--- src/rtl/mrs_regs.svh ---
/*
 * register offsets, reset values, limits and timing counts of the fieldbus
 * slave configuration block.
 * assumes a 125 MHz system clock; included by its bare name.
 */
`ifndef MRS_REGS_SVH
`define MRS_REGS_SVH

// ----------------------------------------------------------------------
// register offsets (protocol holding register numbers)
// ----------------------------------------------------------------------
`define MRS_OFS_SLAVE_ADDR   16'h0259
`define MRS_OFS_BIT_RATE     16'h025a
`define MRS_OFS_FRAME_FMT    16'h025b
`define MRS_OFS_LOSS_TMO     16'h025c
`define MRS_OFS_LOSS_ACTION  16'h025d
`define MRS_OFS_RAMP_SRC     16'h025e
`define MRS_OFS_EXTRA_DELAY  16'h025f

// ----------------------------------------------------------------------
// reset values and limits (a lower one for the slave address, upper ones for every field)
// ----------------------------------------------------------------------
`define MRS_RST_SLAVE_ADDR   6'h01
`define MRS_RST_BIT_RATE     3'h5
`define MRS_RST_FRAME_FMT    2'h0
`define MRS_RST_LOSS_TMO     6'h05
`define MRS_RST_LOSS_ACTION  2'h0
`define MRS_RST_RAMP_SRC     1'h0
`define MRS_RST_EXTRA_DELAY  5'h00
`define MRS_MIN_SLAVE_ADDR   16'h0001
`define MRS_MAX_SLAVE_ADDR   16'h003f
`define MRS_MAX_BIT_RATE     16'h0005
`define MRS_MAX_FRAME_FMT    16'h0003
`define MRS_MAX_LOSS_TMO     16'h003c
`define MRS_MAX_LOSS_ACTION  16'h0003
`define MRS_MAX_RAMP_SRC     16'h0001
`define MRS_MAX_EXTRA_DELAY  16'h0010

// ----------------------------------------------------------------------
// timing
// ----------------------------------------------------------------------
`define MRS_CLK_HZ           125000000
`define MRS_CLK_PER_SEC      125000000
`define MRS_BAUD_9K6         9600
`define MRS_BAUD_19K2        19200
`define MRS_BAUD_38K4        38400
`define MRS_BAUD_57K6        57600
`define MRS_BAUD_76K8        76800
`define MRS_BAUD_115K        115200
`define MRS_HALF_BIT(b)      ((`MRS_CLK_HZ + 2 * (b) - 1) / (2 * (b)))
`define MRS_MIN_GAP_HALF_CH  10'd7
`define MRS_CHAR_BITS_SHORT  4'd10
`define MRS_CHAR_BITS_LONG   4'd11

`endif

--- src/rtl/mrs_pkg.sv ---
/*
 * types shared by the fieldbus slave configuration block.
 * assumes mrs_regs.svh for the numeric constants.
 */
package mrs_pkg;

    typedef struct packed {
        logic        rd;
        logic        wr;
        logic [15:0] addr;
        logic [15:0] wdata;
    } mrs_reg_req_t;

    typedef struct packed {
        logic        ack;
        logic        err;
        logic [15:0] rdata;
    } mrs_reg_rsp_t;

    typedef struct packed {
        logic parity_en;
        logic parity_odd;
        logic two_stop;
    } mrs_frame_cfg_t;

    typedef enum logic [3:0] {
        MRS_WD_IDLE = 4'b0001,
        MRS_WD_RUN  = 4'b0010,
        MRS_WD_RAMP = 4'b0100,
        MRS_WD_LOST = 4'b1000
    } mrs_wd_state_t;

endpackage : mrs_pkg

--- src/rtl/mrs_char_timer.sv ---
/*
 * half-bit based delay timer used to pace the reply gap.
 * assumes ticks_i is never zero when start_i is raised.
 */
`timescale 1ns/1ps

module mrs_char_timer #(
    parameter int HB_W  = 16,
    parameter int CNT_W = 10
) (
    input  wire logic             clk_sys_i,
    input  wire logic             resetn_i,
    input  wire logic             start_i,
    input  wire logic [HB_W-1:0]  half_bit_cycles_i,
    input  wire logic [CNT_W-1:0] ticks_i,
    output logic                  done_o
);

    logic [HB_W-1:0]  reload;
    logic [HB_W-1:0]  pre;
    logic [CNT_W-1:0] left;
    logic             busy;
    wire              pre_zero = (pre == '0);
    wire              last     = (left == CNT_W'(1));

    // restart on every start, so a newer request supersedes an older gap
    always_ff @(posedge clk_sys_i or negedge resetn_i) begin
        if (!resetn_i) begin
            reload <= '0;
            pre    <= '0;
            left   <= '0;
            busy   <= 1'b0;
            done_o <= 1'b0;
        end else if (start_i) begin
            reload <= half_bit_cycles_i - HB_W'(1);
            pre    <= half_bit_cycles_i - HB_W'(1);
            left   <= ticks_i;
            busy   <= 1'b1;
            done_o <= 1'b0;
        end else begin
            done_o <= busy && pre_zero && last;
            if (busy && pre_zero) begin
                pre  <= reload;
                left <= left - CNT_W'(1);
                busy <= !last;
            end else if (busy) begin
                pre <= pre - HB_W'(1);
            end
        end
    end

endmodule : mrs_char_timer

--- src/rtl/mrs_comms_cfg.sv ---
/*
 * fieldbus slave configuration and link supervision: holding registers,
 * address filter, reply gap pacing and communication-loss watchdog.
 * assumes a receiver that flags each good telegram with its address and
 * a register port driven by the protocol engine in the clock domain.
 */
`timescale 1ns/1ps
`include "mrs_regs.svh"

module mrs_comms_cfg import mrs_pkg::*; #(
    parameter int CLK_PER_SEC = `MRS_CLK_PER_SEC
) (
    input  wire logic           clk_sys_i,
    input  wire logic           resetn_i,
    input  wire mrs_reg_req_t   reg_req_i,
    output mrs_reg_rsp_t        reg_rsp_o,
    input  wire logic           frame_valid_i,
    input  wire logic [7:0]     frame_addr_i,
    input  wire logic           ramp_done_i,
    output logic                frame_for_me_o,
    output logic                reply_go_o,
    output logic [15:0]         half_bit_cycles_o,
    output mrs_frame_cfg_t      frame_cfg_o,
    output logic                ramp_from_bus_o,
    output logic                comm_loss_o,
    output logic                trip_o,
    output logic                ramp_stop_o,
    output logic                signal_loss_speed_o
);

    // ------------------------------------------------------------------
    // holding registers
    // ------------------------------------------------------------------
    logic [5:0] network_slave_address;
    logic [2:0] serial_bit_rate_select;
    logic [1:0] serial_frame_format;
    logic [5:0] link_loss_timeout;
    logic [1:0] link_loss_action;
    logic       ramp_source_select;
    logic [4:0] reply_extra_delay;

    wire [15:0] wd = reg_req_i.wdata;
    wire hit_addr  = (reg_req_i.addr == `MRS_OFS_SLAVE_ADDR);
    wire hit_rate  = (reg_req_i.addr == `MRS_OFS_BIT_RATE);
    wire hit_fmt   = (reg_req_i.addr == `MRS_OFS_FRAME_FMT);
    wire hit_tmo   = (reg_req_i.addr == `MRS_OFS_LOSS_TMO);
    wire hit_act   = (reg_req_i.addr == `MRS_OFS_LOSS_ACTION);
    wire hit_ramp  = (reg_req_i.addr == `MRS_OFS_RAMP_SRC);
    wire hit_dly   = (reg_req_i.addr == `MRS_OFS_EXTRA_DELAY);
    wire hit_any   = hit_addr | hit_rate | hit_fmt | hit_tmo | hit_act | hit_ramp | hit_dly;

    // out-of-range values are refused whole instead of clipped
    wire ok_addr = (wd >= `MRS_MIN_SLAVE_ADDR) && (wd <= `MRS_MAX_SLAVE_ADDR);
    wire ok_rate = (wd <= `MRS_MAX_BIT_RATE);
    wire ok_fmt  = (wd <= `MRS_MAX_FRAME_FMT);
    wire ok_tmo  = (wd <= `MRS_MAX_LOSS_TMO);
    wire ok_act  = (wd <= `MRS_MAX_LOSS_ACTION);
    wire ok_ramp = (wd <= `MRS_MAX_RAMP_SRC);
    wire ok_dly  = (wd <= `MRS_MAX_EXTRA_DELAY);

    wire val_ok = (hit_addr & ok_addr) | (hit_rate & ok_rate) | (hit_fmt & ok_fmt)
                | (hit_tmo & ok_tmo) | (hit_act & ok_act) | (hit_ramp & ok_ramp)
                | (hit_dly & ok_dly);
    wire do_wr  = reg_req_i.wr && val_ok;

    wire [15:0] rd_mux =
        hit_addr ? {10'h000, network_slave_address}  :
        hit_rate ? {13'h0000, serial_bit_rate_select} :
        hit_fmt  ? {14'h0000, serial_frame_format}    :
        hit_tmo  ? {10'h000, link_loss_timeout}       :
        hit_act  ? {14'h0000, link_loss_action}       :
        hit_ramp ? {15'h0000, ramp_source_select}     :
        hit_dly  ? {11'h000, reply_extra_delay}       : 16'h0000;

    wire        any_req  = reg_req_i.rd | reg_req_i.wr;
    wire        next_err = any_req && (!hit_any || (reg_req_i.wr && !val_ok));

    always_ff @(posedge clk_sys_i or negedge resetn_i) begin
        if (!resetn_i) begin
            network_slave_address  <= `MRS_RST_SLAVE_ADDR;
            serial_bit_rate_select <= `MRS_RST_BIT_RATE;
            serial_frame_format    <= `MRS_RST_FRAME_FMT;
            link_loss_timeout      <= `MRS_RST_LOSS_TMO;
            link_loss_action       <= `MRS_RST_LOSS_ACTION;
            ramp_source_select     <= `MRS_RST_RAMP_SRC;
            reply_extra_delay      <= `MRS_RST_EXTRA_DELAY;
        end else if (do_wr) begin
            if (hit_addr) network_slave_address  <= wd[5:0];
            if (hit_rate) serial_bit_rate_select <= wd[2:0];
            if (hit_fmt)  serial_frame_format    <= wd[1:0];
            if (hit_tmo)  link_loss_timeout      <= wd[5:0];
            if (hit_act)  link_loss_action       <= wd[1:0];
            if (hit_ramp) ramp_source_select     <= wd[0];
            if (hit_dly)  reply_extra_delay      <= wd[4:0];
        end
    end

    always_ff @(posedge clk_sys_i or negedge resetn_i) begin
        if (!resetn_i) begin
            reg_rsp_o <= '0;
        end else begin
            reg_rsp_o.ack   <= any_req;
            reg_rsp_o.err   <= next_err;
            reg_rsp_o.rdata <= reg_req_i.rd ? rd_mux : 16'h0000;
        end
    end

    // ------------------------------------------------------------------
    // link timing and framing
    // ------------------------------------------------------------------
    logic [15:0] half_bit;

    always_comb begin
        unique case (serial_bit_rate_select)
            3'h0:    half_bit = 16'(`MRS_HALF_BIT(`MRS_BAUD_9K6));
            3'h1:    half_bit = 16'(`MRS_HALF_BIT(`MRS_BAUD_19K2));
            3'h2:    half_bit = 16'(`MRS_HALF_BIT(`MRS_BAUD_38K4));
            3'h3:    half_bit = 16'(`MRS_HALF_BIT(`MRS_BAUD_57K6));
            3'h4:    half_bit = 16'(`MRS_HALF_BIT(`MRS_BAUD_76K8));
            default: half_bit = 16'(`MRS_HALF_BIT(`MRS_BAUD_115K));
        endcase
    end

    mrs_frame_cfg_t next_frame_cfg;
    assign next_frame_cfg.parity_en  = serial_frame_format[1];
    assign next_frame_cfg.parity_odd = (serial_frame_format == 2'h2);
    assign next_frame_cfg.two_stop   = (serial_frame_format == 2'h1);

    // one start, eight data, optional parity, one or two stop bits
    wire [3:0] char_bits = (serial_frame_format == 2'h0) ? `MRS_CHAR_BITS_SHORT
                                                        : `MRS_CHAR_BITS_LONG;

    // gap in half characters: seven (3.5 characters) minimum plus two per extra character
    wire [9:0] gap_half_ch = `MRS_MIN_GAP_HALF_CH + {4'h0, reply_extra_delay, 1'b0};
    // a half character is char_bits half bits, so it tracks the bit rate
    wire [13:0] gap_ticks_w = gap_half_ch * char_bits;
    wire [9:0]  gap_ticks   = gap_ticks_w[9:0];

    always_ff @(posedge clk_sys_i or negedge resetn_i) begin
        if (!resetn_i) begin
            half_bit_cycles_o <= 16'h0000;
            frame_cfg_o       <= '0;
            ramp_from_bus_o   <= 1'b0;
        end else begin
            half_bit_cycles_o <= half_bit;
            frame_cfg_o       <= next_frame_cfg;
            ramp_from_bus_o   <= ramp_source_select;
        end
    end

    // ------------------------------------------------------------------
    // address filter and reply pacing
    // ------------------------------------------------------------------
    // broadcast address is not answered either
    wire addressed = frame_valid_i && (frame_addr_i == {2'b00, network_slave_address});

    always_ff @(posedge clk_sys_i or negedge resetn_i) begin
        if (!resetn_i) begin
            frame_for_me_o <= 1'b0;
        end else begin
            frame_for_me_o <= addressed;
        end
    end

    logic reply_done;

    mrs_char_timer #(
        .HB_W  (16),
        .CNT_W (10)
    ) u_gap (
        .clk_sys_i         (clk_sys_i),
        .resetn_i          (resetn_i),
        .start_i           (addressed),
        .half_bit_cycles_i (half_bit),
        .ticks_i           (gap_ticks),
        .done_o            (reply_done)
    );

    always_ff @(posedge clk_sys_i or negedge resetn_i) begin
        if (!resetn_i) begin
            reply_go_o <= 1'b0;
        end else begin
            reply_go_o <= reply_done;
        end
    end

    // ------------------------------------------------------------------
    // communication-loss watchdog
    // ------------------------------------------------------------------
    mrs_wd_state_t state;
    mrs_wd_state_t next_state;
    logic [26:0]   pre_cnt;
    logic [5:0]    sec_cnt;

    wire pre_last  = (pre_cnt == 27'(CLK_PER_SEC - 1));
    wire sec_tick  = (state == MRS_WD_RUN) && pre_last;
    wire wd_enable = (link_loss_timeout != 6'h00);
    wire expire    = wd_enable && sec_tick && ((sec_cnt + 6'h01) >= link_loss_timeout);

    always_comb begin
        next_state = state;
        unique case (state)
            MRS_WD_IDLE: if (addressed) next_state = MRS_WD_RUN;
            MRS_WD_RUN:  if (!addressed && expire) begin
                             next_state = (link_loss_action == 2'h1) ? MRS_WD_RAMP
                                                                    : MRS_WD_LOST;
                         end
            MRS_WD_RAMP: if (addressed) next_state = MRS_WD_RUN;
                         else if (ramp_done_i) next_state = MRS_WD_LOST;
            MRS_WD_LOST: if (addressed) next_state = MRS_WD_RUN;
        endcase
    end

    // counters restart on each telegram addressed to this slave, so a new one always wins over expiry
    always_ff @(posedge clk_sys_i or negedge resetn_i) begin
        if (!resetn_i) begin
            state   <= MRS_WD_IDLE;
            pre_cnt <= '0;
            sec_cnt <= '0;
        end else begin
            state <= next_state;
            if (addressed || state != MRS_WD_RUN) begin
                pre_cnt <= '0;
                sec_cnt <= '0;
            end else begin
                pre_cnt <= pre_last ? 27'h0000000 : pre_cnt + 27'h0000001;
                if (sec_tick && sec_cnt != 6'h3f) sec_cnt <= sec_cnt + 6'h01;
            end
        end
    end

    wire enter_loss = (state == MRS_WD_RUN) && (next_state != MRS_WD_RUN);
    wire next_trip  = (enter_loss && link_loss_action == 2'h0)
                    || (state == MRS_WD_RAMP && next_state == MRS_WD_LOST);
    wire next_ramp  = (next_state == MRS_WD_RAMP)
                    || (next_state == MRS_WD_LOST && ramp_stop_o);
    wire next_speed = (enter_loss && link_loss_action == 2'h3)
                    || (next_state == MRS_WD_LOST && signal_loss_speed_o);
    wire next_stop2 = enter_loss && link_loss_action == 2'h2;
    wire next_loss  = (next_state == MRS_WD_RAMP) || (next_state == MRS_WD_LOST);

    always_ff @(posedge clk_sys_i or negedge resetn_i) begin
        if (!resetn_i) begin
            comm_loss_o         <= 1'b0;
            trip_o              <= 1'b0;
            ramp_stop_o         <= 1'b0;
            signal_loss_speed_o <= 1'b0;
        end else begin
            comm_loss_o         <= next_loss;
            trip_o              <= next_trip;
            ramp_stop_o         <= next_ramp || next_stop2;
            signal_loss_speed_o <= next_speed;
        end
    end

endmodule : mrs_comms_cfg

--- config.mk ---
export PLATFORM = sky130hd
export DESIGN_NAME = mrs_comms_cfg
export DESIGN_NICKNAME = d
export VERILOG_FILES = /design/src/rtl/mrs_pkg.sv /design/src/rtl/mrs_char_timer.sv /design/src/rtl/mrs_comms_cfg.sv
export VERILOG_INCLUDE_DIRS = /design/src /design/src/rtl
export SDC_FILE = /design/constraint.sdc
export NUM_CORES = 1
export LEC_CHECK = 0
export BUFFER_PORTS_ARGS = -buffer_cell sky130_fd_sc_hd__buf_2
export CAP_MARGIN = 15
export CORE_MARGIN = 2
export CORE_UTILIZATION = 50
export CTS_CLUSTER_DIAMETER = 30
export DETAILED_ROUTE_END_ITERATION = 6
export GPL_TIMING_DRIVEN = 0
export MAX_ROUTING_LAYER = met4
export PLACE_DENSITY = 0.7
export SYNTH_ARGS = -nofsm -noshare
export SYNTH_HDL_FRONTEND = slang
export SYNTH_SLANG_ARGS = --single-unit
export TNS_END_PERCENT = 1
--- constraint.sdc ---
create_clock -name clk_sys_i -period 8.4 [get_ports clk_sys_i]
set_input_delay 1.68 -clock clk_sys_i [delete_from_list [all_inputs] [get_ports clk_sys_i]]
set_output_delay 1.68 -clock clk_sys_i [all_outputs]
set_load 0.01 [all_outputs]
# After elaboration in Yosys (flattened, before gate mapping)

Index checks and enable logic that the tools add are counted.

Register bits: 140
Bits of input ports: 46
Output and inout bits: 44
Word-level logic and storage cells: 166

Add/sub/neg operators: 6
Multipliers: 1
Order comparisons: 8
Eq/ne operators: 28
Multiplexer cells: 28
Bitwise gates (word level): 20
Reductions and logical operators: 46

Operator list:

| cell                                                  | number |
|---|---|
| equality test 16 x 10 -> 1 bit, second input constant | 7 |
| one-hot mux 13 bit (5 select lines)                   | 1 |
| two-way mux 27 bit                                    | 2 |
| two-way mux 16 bit                                    | 3 |
| two-way mux 6 bit                                     | 7 |
| <= comparator 16 x 6 -> 1 bit, second input constant  | 2 |
| adder 27 x 1 -> 27 bit, second input constant         | 1 |
| equality test 27 bit, second input constant           | 1 |
| two-way mux 10 bit                                    | 2 |
| two-way mux 4 bit                                     | 5 |
| logical AND 1 bit                                     | 19 |
| >= comparator 16 x 1 -> 1 bit, second input constant  | 1 |
| <= comparator 16 x 1 -> 1 bit, second input constant  | 1 |
| <= comparator 16 x 2 -> 1 bit, second input constant  | 1 |
| <= comparator 16 x 3 -> 1 bit, second input constant  | 1 |
| <= comparator 16 x 5 -> 1 bit, second input constant  | 1 |
| zero test 16 bit                                      | 1 |
| subtractor 16 x 1 -> 16 bit, second input constant    | 1 |
| two-way mux 5 bit                                     | 3 |
| AND reduction 2 bit                                   | 7 |
| subtractor 13 x 1 -> 14 bit, second input constant    | 1 |
| OR 1 bit                                              | 13 |
| one-hot mux 4 bit (3 select lines)                    | 1 |
| equality test 10 x 1 -> 1 bit, second input constant  | 1 |
| 27 further kinds                                      | 54 |

# Logic depth before layout (Yosys ltp)

Gate-level depths: netlist of the first run.

Depth after elaboration: 13
Mapped depth: 14
Gate-level depth less buffers: 14

# By module

A second synthesis of the first run with hierarchy kept.

Cell total of the unflattened synthesis: 807
Area total of the unflattened synthesis: 7841.3 µm²

Modules (own cells, without submodules):

| module         | times used | cells an instance | area an instance (µm²) | sequential area each (µm²) |
|---|---|---|---|---|
| mrs_comms_cfg  | 1          | 515               | 5255.0                 | 2334.7 |
| mrs_char_timer | 1          | 292               | 2586.2                 | 1101.1 |

# Worst setup path before layout of the first run

Ideal clock, no wire load.

Path kind: input to register
Start point: in reg_req_i[27] (netlist bit)
End point: reg link_loss_timeout[0]
Library setup time: 0.085 ns
Data arrival time: 3.937 ns
Required time: 8.315 ns
Path slack: 4.378 ns
Stages: 8
Buffers on the path: 0
Cell sequence: or4_4 -> nor4_4 -> nand2_2 -> o22ai_2 -> a31oi_4 -> nor2_8 -> and2_4 -> mux2_1

Cells in the longest elaborated chain, start to end: 10
Elaborated cells between the ends (all ways): 22
Those cells by class: eq/ne: 7; bitwise: 13; reduce/logical: 2

RTL lines:

| element                                         | RTL line            | text |
|---|---|---|
| start, declared                                 | mrs_comms_cfg.sv:15 | `input wire mrs_reg_req_t reg_req_i,` |
| equality test 16 x 10 -> 1 bit (no source line) | n/a                 |  |
| bitwise AND 1 bit                               | mrs_comms_cfg.sv:61 | `wire val_ok = (hit_addr & ok_addr) \| (hit_rate & ok_rate) \| (hit_fmt & ok_fmt)` |
| OR 1 bit (2 in series)                          | mrs_comms_cfg.sv:61 |  |
| OR 1 bit (3 in series)                          | mrs_comms_cfg.sv:62 | `\| (hit_tmo & ok_tmo) \| (hit_act & ok_act) \| (hit_ramp & ok_ramp)` |
| OR 1 bit                                        | mrs_comms_cfg.sv:63 | `\| (hit_dly & ok_dly);` |
| logical AND 1 bit                               | mrs_comms_cfg.sv:64 | `wire do_wr = reg_req_i.wr && val_ok;` |
| AND reduction 2 bit (no source line) *          | n/a                 |  |
| end signal, assigned                            | mrs_comms_cfg.sv:83 | `` link_loss_timeout <= `MRS_RST_LOSS_TMO; `` |
| end signal, assigned                            | mrs_comms_cfg.sv:91 | `if (hit_tmo) link_loss_timeout <= wd[5:0];` |
| end, declared                                   | mrs_comms_cfg.sv:37 | `logic [5:0] link_loss_timeout;` |

Mark *: on every way between the ends. The rest lies on a longest branch, timed or not.
A chain may end at the register's enable or synchronous reset.

# Final worst setup path of the first run

Ends and elaborated chain as after synthesis.

==> results.cfg, run 1 <==
[drt]
drt-pass1-iter-count = 6
drc = 0
drtAntennaViolNets = 0
drtIter0Drc = 429
vias_per_cell = 5.447
drt_wl_total_um = 16300
num_vias = 5855
wl_per_cell_um = 15.16

[clocking]
path_clk_slew_ns = 0.06
root_buffer = clkbuf_16
cts_tree = done
cts_hold_buf = 0
clk_path_buf_depth = 2
post-cts-setup-buffers = 0
cts.sinks = 134
cts-resized-gates = 0
cts_buffers = 17
clock_latency_ns = 0.43
htree_num_levels = 4

[grt]
grt_max_degree = 71
grt_pass1_wl_um = 27370
antenna_found_initial = 0
gr-usage-all-layers = 0.2230
gr-total-overflow = 0
grt_pass1_vias = 5560

[min_path]
hp-class = reg -> reg

[worst_setup_path]
worstSetupPathType = in -> reg
worstPathArrival_ns = 4.41
startpoint_type = primary input
cp.required_ns = 8.75
path_max_fanout = 10
cp-end-kind = flop

[logic_synthesis]
synth_most_common_cell = dfrtp_1
synthMuxAreaShare = 0.03726
synth_edf_count = 0
yosysSeqAreaShare = 0.4549
synth-seq-cells = 134
synth_top_family_by_area = simple AND/OR/NAND/NOR gates
synthesis.area_mm2 = 0.007387
synth_compound_area_frac = 0.1148
ys.flop_type = dfrtp_1
synth_xor_area_frac = 0.07351
synth_common_cells = dfrtp_1 (128), nor2_1 (90), nand2_1 (69), a21oi_1 (40), o21ai_0 (36)
synth.avg_cell_area_um2 = 9.594
async_flop_share = 1.000
ys_warn_count = 0
synthAdderAreaFrac = 0.05318
synth_top_area_cell = dfrtp_1
synth_top_area_share = 0.4336
synthSimpleGateAreaFrac = 0.2236
netlist-cell-type-count = 71
netlist_top_cells_area = dfrtp_1 (43%), nor2_1 (4.6%), ha_1 (4.2%)
syn_inst = 770

[die]
die_area_mm2 = 0.01576
die_height_um = 125.6
ios = 90
core_mm2 = 0.01448
die_x_um = 125.6
fp-row-count = 44
floorplan.initialDensity = 0.5102

[power_and_ir_drop]
ir_worst_vdd_mv = 0.1892
cellPowerDensity_mw_per_mm2 = 187.6
p_leak_nw = 4.105

[sta]
period_share = 0.4831
worst_slew_pin_slew_ns = 0.8795
drv_slew = 0
finalHoldViolations = 0
max_freq_mhz = 246.4
setup_viol = 0
rsz0062_at_grt = false
holdWs_ns = 0.3455
post-route-min-period_ns = 4.058
final.setup.tns_ns = 0
clock-skew-final_ns = 0.007238
slew_headroom = 0.4092

[cells_and_area]
diodes = 0
fin_nets = 953
fillers = 1258
multi_input_area_mm2 = 0.003764
area.growth.synth_to_final_pct = 17.34
seqCellArea_mm2 = 0.003361
drive_gt1_frac = 0.1785

[status]
status = complete, no violations

[job]
max-cap-violations = 0

[placed_design]
dp_hpwl_um = 11890
io_buffers = 75
gp_congestion = 0.8495
[area by class of cell]
type / instances / area share
well taps: 184 / 0.02656
repair buffers: 77 / 0.04778
flip-flops and latches: 134 / 0.3877
plain buffers: 35 / 0.02079
inverters: 34 / 0.01472
clock buffers: 18 / 0.05066
clock inverters: 14 / 0.01761
multi-input cells: 579 / 0.4342
[through the flow]
step	utilization	power [mW]	instance area, µm²	setup WS [ns]	instances
after floorplan	-	0.8431	7432	4.378	782
after global placement	0.5551	0.8932	8038	3.836	1041
after detailed placement	0.5578	0.9001	8077	3.922	1043
after CTS	0.5987	1.635	8668	4.355	1075
after global routing	0.5987	1.707	8668	4.237	1075
final	0.5987	1.626	8668	4.342	1075
[final timing paths]
check	start	to	slack (ns)	depth (start not counted)
worst max-delay path	reg_req_i[27]	link_loss_timeout[0]	4.34	9
worst min-delay path	u_gap.done_o	reply_go_o	0.35	0
worst max register to register	reply_extra_delay[0]	u_gap.left[8]	5.05	13
worst min register to register	u_gap.done_o	reply_go_o	0.35	0
max in group asynchronous	resetn_i	network_slave_address[0]	6.38	2
min in group asynchronous	resetn_i	u_gap.pre[13]	1.24	1
[cell usage in the layout, fill, tap and decap left out, types with 7 or more instances in the layout]
cell type and instances:
dfrtp_1 128, a21oi_1 40, nor3_1 25, xor2_1 28, nand3_1 27, conb_1 14
ha_1 25, nand2b_1 8, nor2b_1 16, buf_4 13, o21ai_0 36, nand2_1 69
nor4_1 11, nand4_1 8, inv_1 34, clkbuf_1 20, clkbuf_16 17, nor4b_1 9
buf_2 75, or3_1 7, xnor2_1 34, nor2_1 90, nor3b_1 7
[power breakdown]
part | total [mW] | leakage, nW | switching, mW | internal, mW
clock | 0.735 | 0.278 | 0.290 | 0.446
sequential | 0.745 | 1.67 | 0.0529 | 0.692
combinational | 0.147 | 2.16 | 0.0758 | 0.0707
[kinds of logic (layout without fill, tap and decap cells)]
| logic type | after synthesis | count (layout) |
|---|---|---|
| XOR/XNOR | 62 | 62 |
| buffers and inverters | 69 | 178 |
| AO/OA/AOI/OAI | 134 | 134 |
| AND/OR/NAND/NOR | 317 | 317 |
| flip-flops | 134 | 134 |
| adder cells (fa/ha/maj) | 29 | 29 |
| multiplexers | 23 | 23 |
| other | 2 | 14 |
[critical path: stages]
cell	delay, ns
buf_2	0.09
or4_4	0.53
nor4_4	0.67
nand2_1	0.27
o22ai_2	0.22
a31oi_4	0.10
nor2_8	0.28
and2_4	0.22
mux2_1	0.32
[per-layer routing]
layer	GRT usage	vias up	wire (µm)
met1	0.3052	2805	7722
met4	0.07908	0	327
met3	0.04322	29	707
met5	-	-	0
li1	-	2889	-
met2	0.3332	132	7546
[state kept, by name, summed over array words and instances, names as in the netlist, 2 cells and up]
name / flops
pre_cnt: 27
u_gap.pre: 16
half_bit_cycles_o: 13
u_gap.reload: 13
u_gap.left: 10
reg_rsp_o: 8
link_loss_timeout: 6
network_slave_address: 6
sec_cnt: 6
reply_extra_delay: 5
state: 4
frame_cfg_o: 3
serial_bit_rate_select: 3
link_loss_action: 2
serial_frame_format: 2
(Power assumes the default switching activity.)
==> run 2: changes to the inputs <==
--- a/config.mk
+++ b/config.mk
@@ -6,6 +6,7 @@
 export SDC_FILE = /design/constraint.sdc
 export NUM_CORES = 1
 export LEC_CHECK = 0
+export ABC_AREA = 1
 export BUFFER_PORTS_ARGS = -buffer_cell sky130_fd_sc_hd__buf_2
 export CAP_MARGIN = 15
 export CORE_MARGIN = 2
@@ -14,7 +15,7 @@
 export DETAILED_ROUTE_END_ITERATION = 6
 export GPL_TIMING_DRIVEN = 0
 export MAX_ROUTING_LAYER = met4
-export PLACE_DENSITY = 0.7
+export PLACE_DENSITY = 0.72
 export SYNTH_ARGS = -nofsm -noshare
 export SYNTH_HDL_FRONTEND = slang
 export SYNTH_SLANG_ARGS = --single-unit
==> constraint.sdc (replaced) <==
create_clock -name clk_sys_i -period 3.7 [get_ports clk_sys_i]
set_input_delay 0.74 -clock clk_sys_i [delete_from_list [all_inputs] [get_ports clk_sys_i]]
set_output_delay 0.74 -clock clk_sys_i [all_outputs]
set_load 0.01 [all_outputs]
==> results.cfg, run 2 <==
[power_and_ir_drop]
p_leak_nw = 4.928
seqPwrFrac = 0.424
p_comb_frac = 0.167
power.switching_mw = 1.174
p_sw_frac = 0.2988
ir_worst_vdd_mv = 0.2831
power.internal_mw = 2.755
p_clk_frac = 0.409
cellPowerDensity_mw_per_mm2 = 414.5
report.power.total_mw = 3.929

[logic_synthesis]
synth_compound_area_frac = 0.09635
synth_top_area_cell = dfrtp_1
netlist-cell-type-count = 57
synth-seq-cells = 134
synthesis.area_mm2 = 0.008194
ys_warn_count = 0
synth_top_area_share = 0.3909
synth_xor_area_frac = 0.03207
synth.avg_cell_area_um2 = 7.615
synth_top_family_by_area = simple AND/OR/NAND/NOR gates
syn_inst = 1076
synthMuxAreaShare = 0
yosysSeqAreaShare = 0.4101
async_flop_share = 1.000
synthSimpleGateAreaFrac = 0.3130
synth_common_cells = nand2_1 (238), inv_1 (155), nor2_1 (138), dfrtp_1 (128), nand3_1 (52)
ys.flop_type = dfrtp_1
synth_edf_count = 0
synthAdderAreaFrac = 0.04795
netlist_top_cells_area = dfrtp_1 (39%), nand2_1 (11%), inv_1 (7.1%)
synth_most_common_cell = nand2_1

[grt]
antenna_found_initial = 0
gr-total-overflow = 0
gr-usage-all-layers = 0.2442
grt_pass1_wl_um = 33600
grt_max_degree = 69
grt_pass1_vias = 6978

[die]
die_area_mm2 = 0.01743
die_height_um = 132.0
floorplan.initialDensity = 0.5140
die_x_um = 132.0
ios = 90
core_mm2 = 0.01594
fp-row-count = 46

[drt]
drc = 0
vias_per_cell = 5.153
drt_wl_total_um = 19730
drtAntennaViolNets = 0
num_vias = 7266
drt-pass1-iter-count = 5
wl_per_cell_um = 13.99
drtIter0Drc = 503

[cells_and_area]
top_regs = pre_cnt x27, u_gap.pre x16
final_common_cell = nand2_1
largest-register = pre_cnt
final_cell_mix = nand2_1 (238), inv_1 (155), nor2_1 (138)
largest_register_ff_count = 27
area.growth.synth_to_final_pct = 15.68
drive_gt1_frac = 0.1566
diodes = 0
fin_nets = 1256

[clocking]
clock_latency_ns = 0.43
cts_buffers = 17
clk_path_buf_depth = 2
root_buffer = clkbuf_16
path_clk_slew_ns = 0.06
cts_hold_buf = 0
post-cts-setup-buffers = 0
htree_num_levels = 4
cts_tree = done
cts.sinks = 134

[placed_design]
dp_hpwl_um = 14780
gp_congestion = 0.9731
io_buffers = 73

[sta]
max_freq_mhz = 305.1
period_share = 0.8859
worst_slew_pin_slew_ns = 0.6278
slew_headroom = 0.5815
final.setup.tns_ns = 0
drv_slew = 0
clock-skew-final_ns = 0.009803
setup_viol = 0
finalHoldViolations = 0
rsz0062_at_grt = false
post-route-min-period_ns = 3.278

[worst_setup_path]
startpoint_type = flop
path_max_fanout = 6
cp-end-kind = flop
worstPathArrival_ns = 3.58
cp.required_ns = 4.01
worstSetupPathType = reg -> reg

[job]
max-cap-violations = 0

[min_path]
hp-class = in -> async

[status]
status = complete, no violations
## run 2: cell count changes after synthesis, sizes merged, moves of 11 or more
cell,previous run,this run
nand2,73,249
inv,34,161
nor2,91,154
nand4,8,45
nand3,27,58
xnor2,34,5
mux2,18,0
o21ai,39,56
nor2b,16,0
clkbuf,20,9
## run 2: worst paths after layout
| kind | start | endpoint | slack, ns | depth (start not counted) |
|---|---|---|---|---|
| max | reply_extra_delay[0] | u_gap.left[9] | 0.42 | 16 |
| min | resetn_i | pre_cnt[8] | 0.29 | 1 |
| max reg2reg | reply_extra_delay[0] | u_gap.left[9] | 0.42 | 16 |
| min reg2reg | u_gap.done_o | reply_go_o | 0.35 | 0 |
| max in group asynchronous | resetn_i | network_slave_address[0] | 2.64 | 2 |
| min in group clk_sys_i | u_gap.done_o | reply_go_o | 0.35 | 0 |
## run 2: final cells by class
class                      instances  area, µm²
clock buffer                      19      452.9
inverter                         162      610.6
timing repair buffer              74      399.1
clock inverter                    13      107.6
fill                            1486       6464
buffer                            33      205.2
sequential                       134       3361
multi-input combinational        759       4073
tap                              216      270.3
## run 2: repair_timing
action,4_1_cts,5_1_grt
setup endpoints to repair,0,1
gates resized for setup,0,2
hold endpoints to repair,0,0
## run 2: cells by family after synthesis
kind of cell	Yosys count
buffers and inverters	195
adders and majority gates	29
xor gates and xnor gates	30
AOI/OAI and AO/OA	134
and+or+nand+nor	552
DFF	134
other	2
## run 2: per-stage QoR
| step | util | area (µm²) | hold slack, ns | std cells | setup slack (ns) |
|---|---|---|---|---|---|
| CTS | 0.5939 | 9469 | 0.3214 | 1410 | 0.2030 |
| global placement | 0.5567 | 8875 | 0.3334 | 1377 | 0.03734 |
| finish | 0.5946 | 9479 | 0.2862 | 1410 | 0.4222 |
| global route | 0.5946 | 9479 | 0.3554 | 1410 | 0.1076 |
| floorplan | - | 8239 | 0.3312 | 1088 | 0.6360 |
| detailed placement | 0.5588 | 8909 | 0.3362 | 1378 | 0.2438 |
## run 2: layer usage
| metal | vias up | routed length [µm] | global-route usage |
|---|---|---|---|
| met3 | 31 | 1007 | 0.04114 |
| met1 | 3333 | 9341 | 0.3263 |
| met5 | - | 0 | - |
| li1 | 3681 | - | - |
| met2 | 221 | 9012 | 0.3793 |
| met4 | 0 | 365 | 0.08031 |
## run 2: worst max-delay path, cell delays in order, from the launching register on
cell and delay (ns):
dfrtp_1 0.37, inv_1 0.12, ha_1 0.23, nor2_1 0.17, nand2_1 0.09, xor2_1 0.18, ha_1 0.29, inv_1 0.05
fa_1 0.52, inv_1 0.04, ha_1 0.35, nand2_1 0.08, a21oi_1 0.06, a211oi_2 0.17, a21oi_1 0.11, nor3b_2 0.21
o22ai_1 0.11
## run 2: power groups by stage
stage | sequential (mW) | clock, mW | combinational, mW
global route | 1.68 | 1.70 | 0.743
CTS | 1.66 | 1.63 | 0.656
global placement | 1.69 | 0 | 0.631
finish | 1.66 | 1.61 | 0.657
floorplan | 1.67 | 0 | 0.469
detailed placement | 1.69 | 0 | 0.653
==> run 3: changes to the inputs <==
--- a/config.mk
+++ b/config.mk
@@ -11,6 +11,7 @@
 export CAP_MARGIN = 15
 export CORE_MARGIN = 2
 export CORE_UTILIZATION = 50
+export CTS_BUF_LIST = sky130_fd_sc_hd__clkbuf_4 sky130_fd_sc_hd__clkbuf_8
 export CTS_CLUSTER_DIAMETER = 30
 export DETAILED_ROUTE_END_ITERATION = 6
 export GPL_TIMING_DRIVEN = 0
==> results.cfg, run 3 (synthesis results as in run 2) <==
[clocking]
htree_num_levels = 4
cts_tree = done
cts_buffers = 17
cts.sinks = 134
clk_path_buf_depth = 2
root_buffer = clkbuf_8
path_clk_slew_ns = 0.08
clock_latency_ns = 0.46
post-cts-setup-buffers = 0

[cells_and_area]
drive_gt1_frac = 0.1566
seqCellArea_mm2 = 0.003361
diodes = 0
largest_register_ff_count = 27
final_cell_mix = nand2_1 (238), inv_1 (155), nor2_1 (138)
top_regs = pre_cnt x27, u_gap.pre x16
fin_nets = 1256
fillers = 1517
area.growth.synth_to_final_pct = 13.35
largest-register = pre_cnt
post-route-util = 0.5826
final_common_cell = nand2_1
multi_input_area_mm2 = 0.004073

[worst_setup_path]
cpLargestDelayFamily = adder cells
worstReg2RegStart = reply_extra_delay[0]
cp-end-kind = flop
rr_endpoint = u_gap.left[9]
worstPathArrival_ns = 3.64
path_cells = inv_1, ha_1, nor2_1, nand2_1, xor2_1, ha_1, inv_1, fa_1, inv_1, ha_1, nand2_1, a21oi_1, a211oi_2, a21oi_1, nor3b_2, o22ai_1
reg2reg_slack_ns = 0.39
cp_slowest_stage_delay_ns = 0.52
path_max_fanout = 6
crit_path_start = reply_extra_delay[0]
startpoint_type = flop
setup.worst_path.end = u_gap.left[9]
cp.required_ns = 4.04
crit_slowest_cell = fa_1
worst-path-buf-inv = 3
cp.depth = 16
worstSetupPathType = reg -> reg
ff2ff_path_depth = 16

[placed_design]
gp_congestion = 0.9731
io_buffers = 73
dp_hpwl_um = 14780
post-place-ws_ns = 0.2438

[grt]
grt_pass1_wl_um = 33340
antenna_found_initial = 0
gr-usage-all-layers = 0.2416
gr-total-overflow = 0
grt_pass1_vias = 6944
grt_max_degree = 69

[status]
status = complete, no violations

[die]
ios = 90
floorplan.initialDensity = 0.5140
die_height_um = 132.0
fp-row-count = 46
die_area_mm2 = 0.01743
core_mm2 = 0.01594
die_x_um = 132.0

[drt]
wl_per_cell_um = 13.83
drt-pass1-iter-count = 5
drt_wl_total_um = 19500
num_vias = 7193
drc = 0
vias_per_cell = 5.101
drtIter0Drc = 450
drtAntennaViolNets = 0

[sta]
slew_headroom = 0.5864
final.setup.tns_ns = 0
worst_slew_pin_slew_ns = 0.6204
max_freq_mhz = 302.4
post-route-min-period_ns = 3.307
finalHoldViolations = 0
setup_viol = 0
clock-skew-final_ns = 0.01398
holdWs_ns = 0.2539
period_share = 0.8938
timing.final.ws_setup_ns = 0.3930
drv_slew = 0
rsz0062_at_grt = false

[power_and_ir_drop]
p_leak_nw = 4.840
cellPowerDensity_mw_per_mm2 = 373.8
report.power.total_mw = 3.471
ir_worst_vdd_mv = 0.2373

[min_path]
hp-class = in -> async

[job]
max-cap-violations = 0
-- run 3: what timing repair did --
item | in CTS | in global routing
hold buffers | 0 | 0
gates resized for setup | 0 | 2
setup endpoints to repair | 0 | 1
-- run 3: how the worst min path moves through the flow --
| stage | startpoint | endpoint |
|---|---|---|
| 6_report | resetn_i | pre_cnt[8] |
| 5_1_grt | resetn_i | pre_cnt[8] |
| 3_5_place_dp | u_gap.done_o | reply_go_o |
| 3_3_place_gp | u_gap.done_o | reply_go_o |
| 2_1_floorplan | u_gap.done_o | reply_go_o |
| 4_1_cts | resetn_i | pre_cnt[8] |
-- run 3: worst register-to-register path, cell delays in order, from the launching register on --
cell and delay, ns:
dfrtp_1 0.38, inv_1 0.13, ha_1 0.23, nor2_1 0.17
nand2_1 0.09, xor2_1 0.18, ha_1 0.29, inv_1 0.05
fa_1 0.52, inv_1 0.04, ha_1 0.35, nand2_1 0.08
a21oi_1 0.06, a211oi_2 0.17, a21oi_1 0.11, nor3b_2 0.22
o22ai_1 0.11
-- run 3: report_power, final --
part / internal [mW] / switching (mW) / total (mW) / leakage (nW)
Sequential: 1.57 / 0.0896 / 1.66 / 1.72
Combinational: 0.228 / 0.427 / 0.656 / 2.92
Clock: 0.560 / 0.594 / 1.15 / 0.195
Total: 2.36 / 1.11 / 3.47 / 4.84
-- run 3: cell type report --
type / count / share of cell area
Tap cell: 216 / 0.02910
Clock buffer: 19 / 0.02816
Clock inverter: 13 / 0.01159
Sequential cell: 134 / 0.3618
Timing Repair Buffer: 74 / 0.04297
Buffer: 33 / 0.02209
Multi-Input combinational cell: 759 / 0.4385
Inverter: 162 / 0.06574
-- run 3: metal layers --
metal / vias up / wire, µm / GRT usage
met3: 31 / 1063 / 0.03845
met2: 213 / 8852 / 0.3715
met5: - / 0 / -
li1: 3679 / - / -
met4: 0 / 387 / 0.08816
met1: 3270 / 9200 / 0.3239
-- run 3: per-stage QoR --
stage          instances  area [µm²]
2_1_floorplan       1088        8239
3_3_place_gp        1377        8875
3_5_place_dp        1378        8909
4_1_cts             1410        9278
5_1_grt             1410        9288
6_report            1410        9288
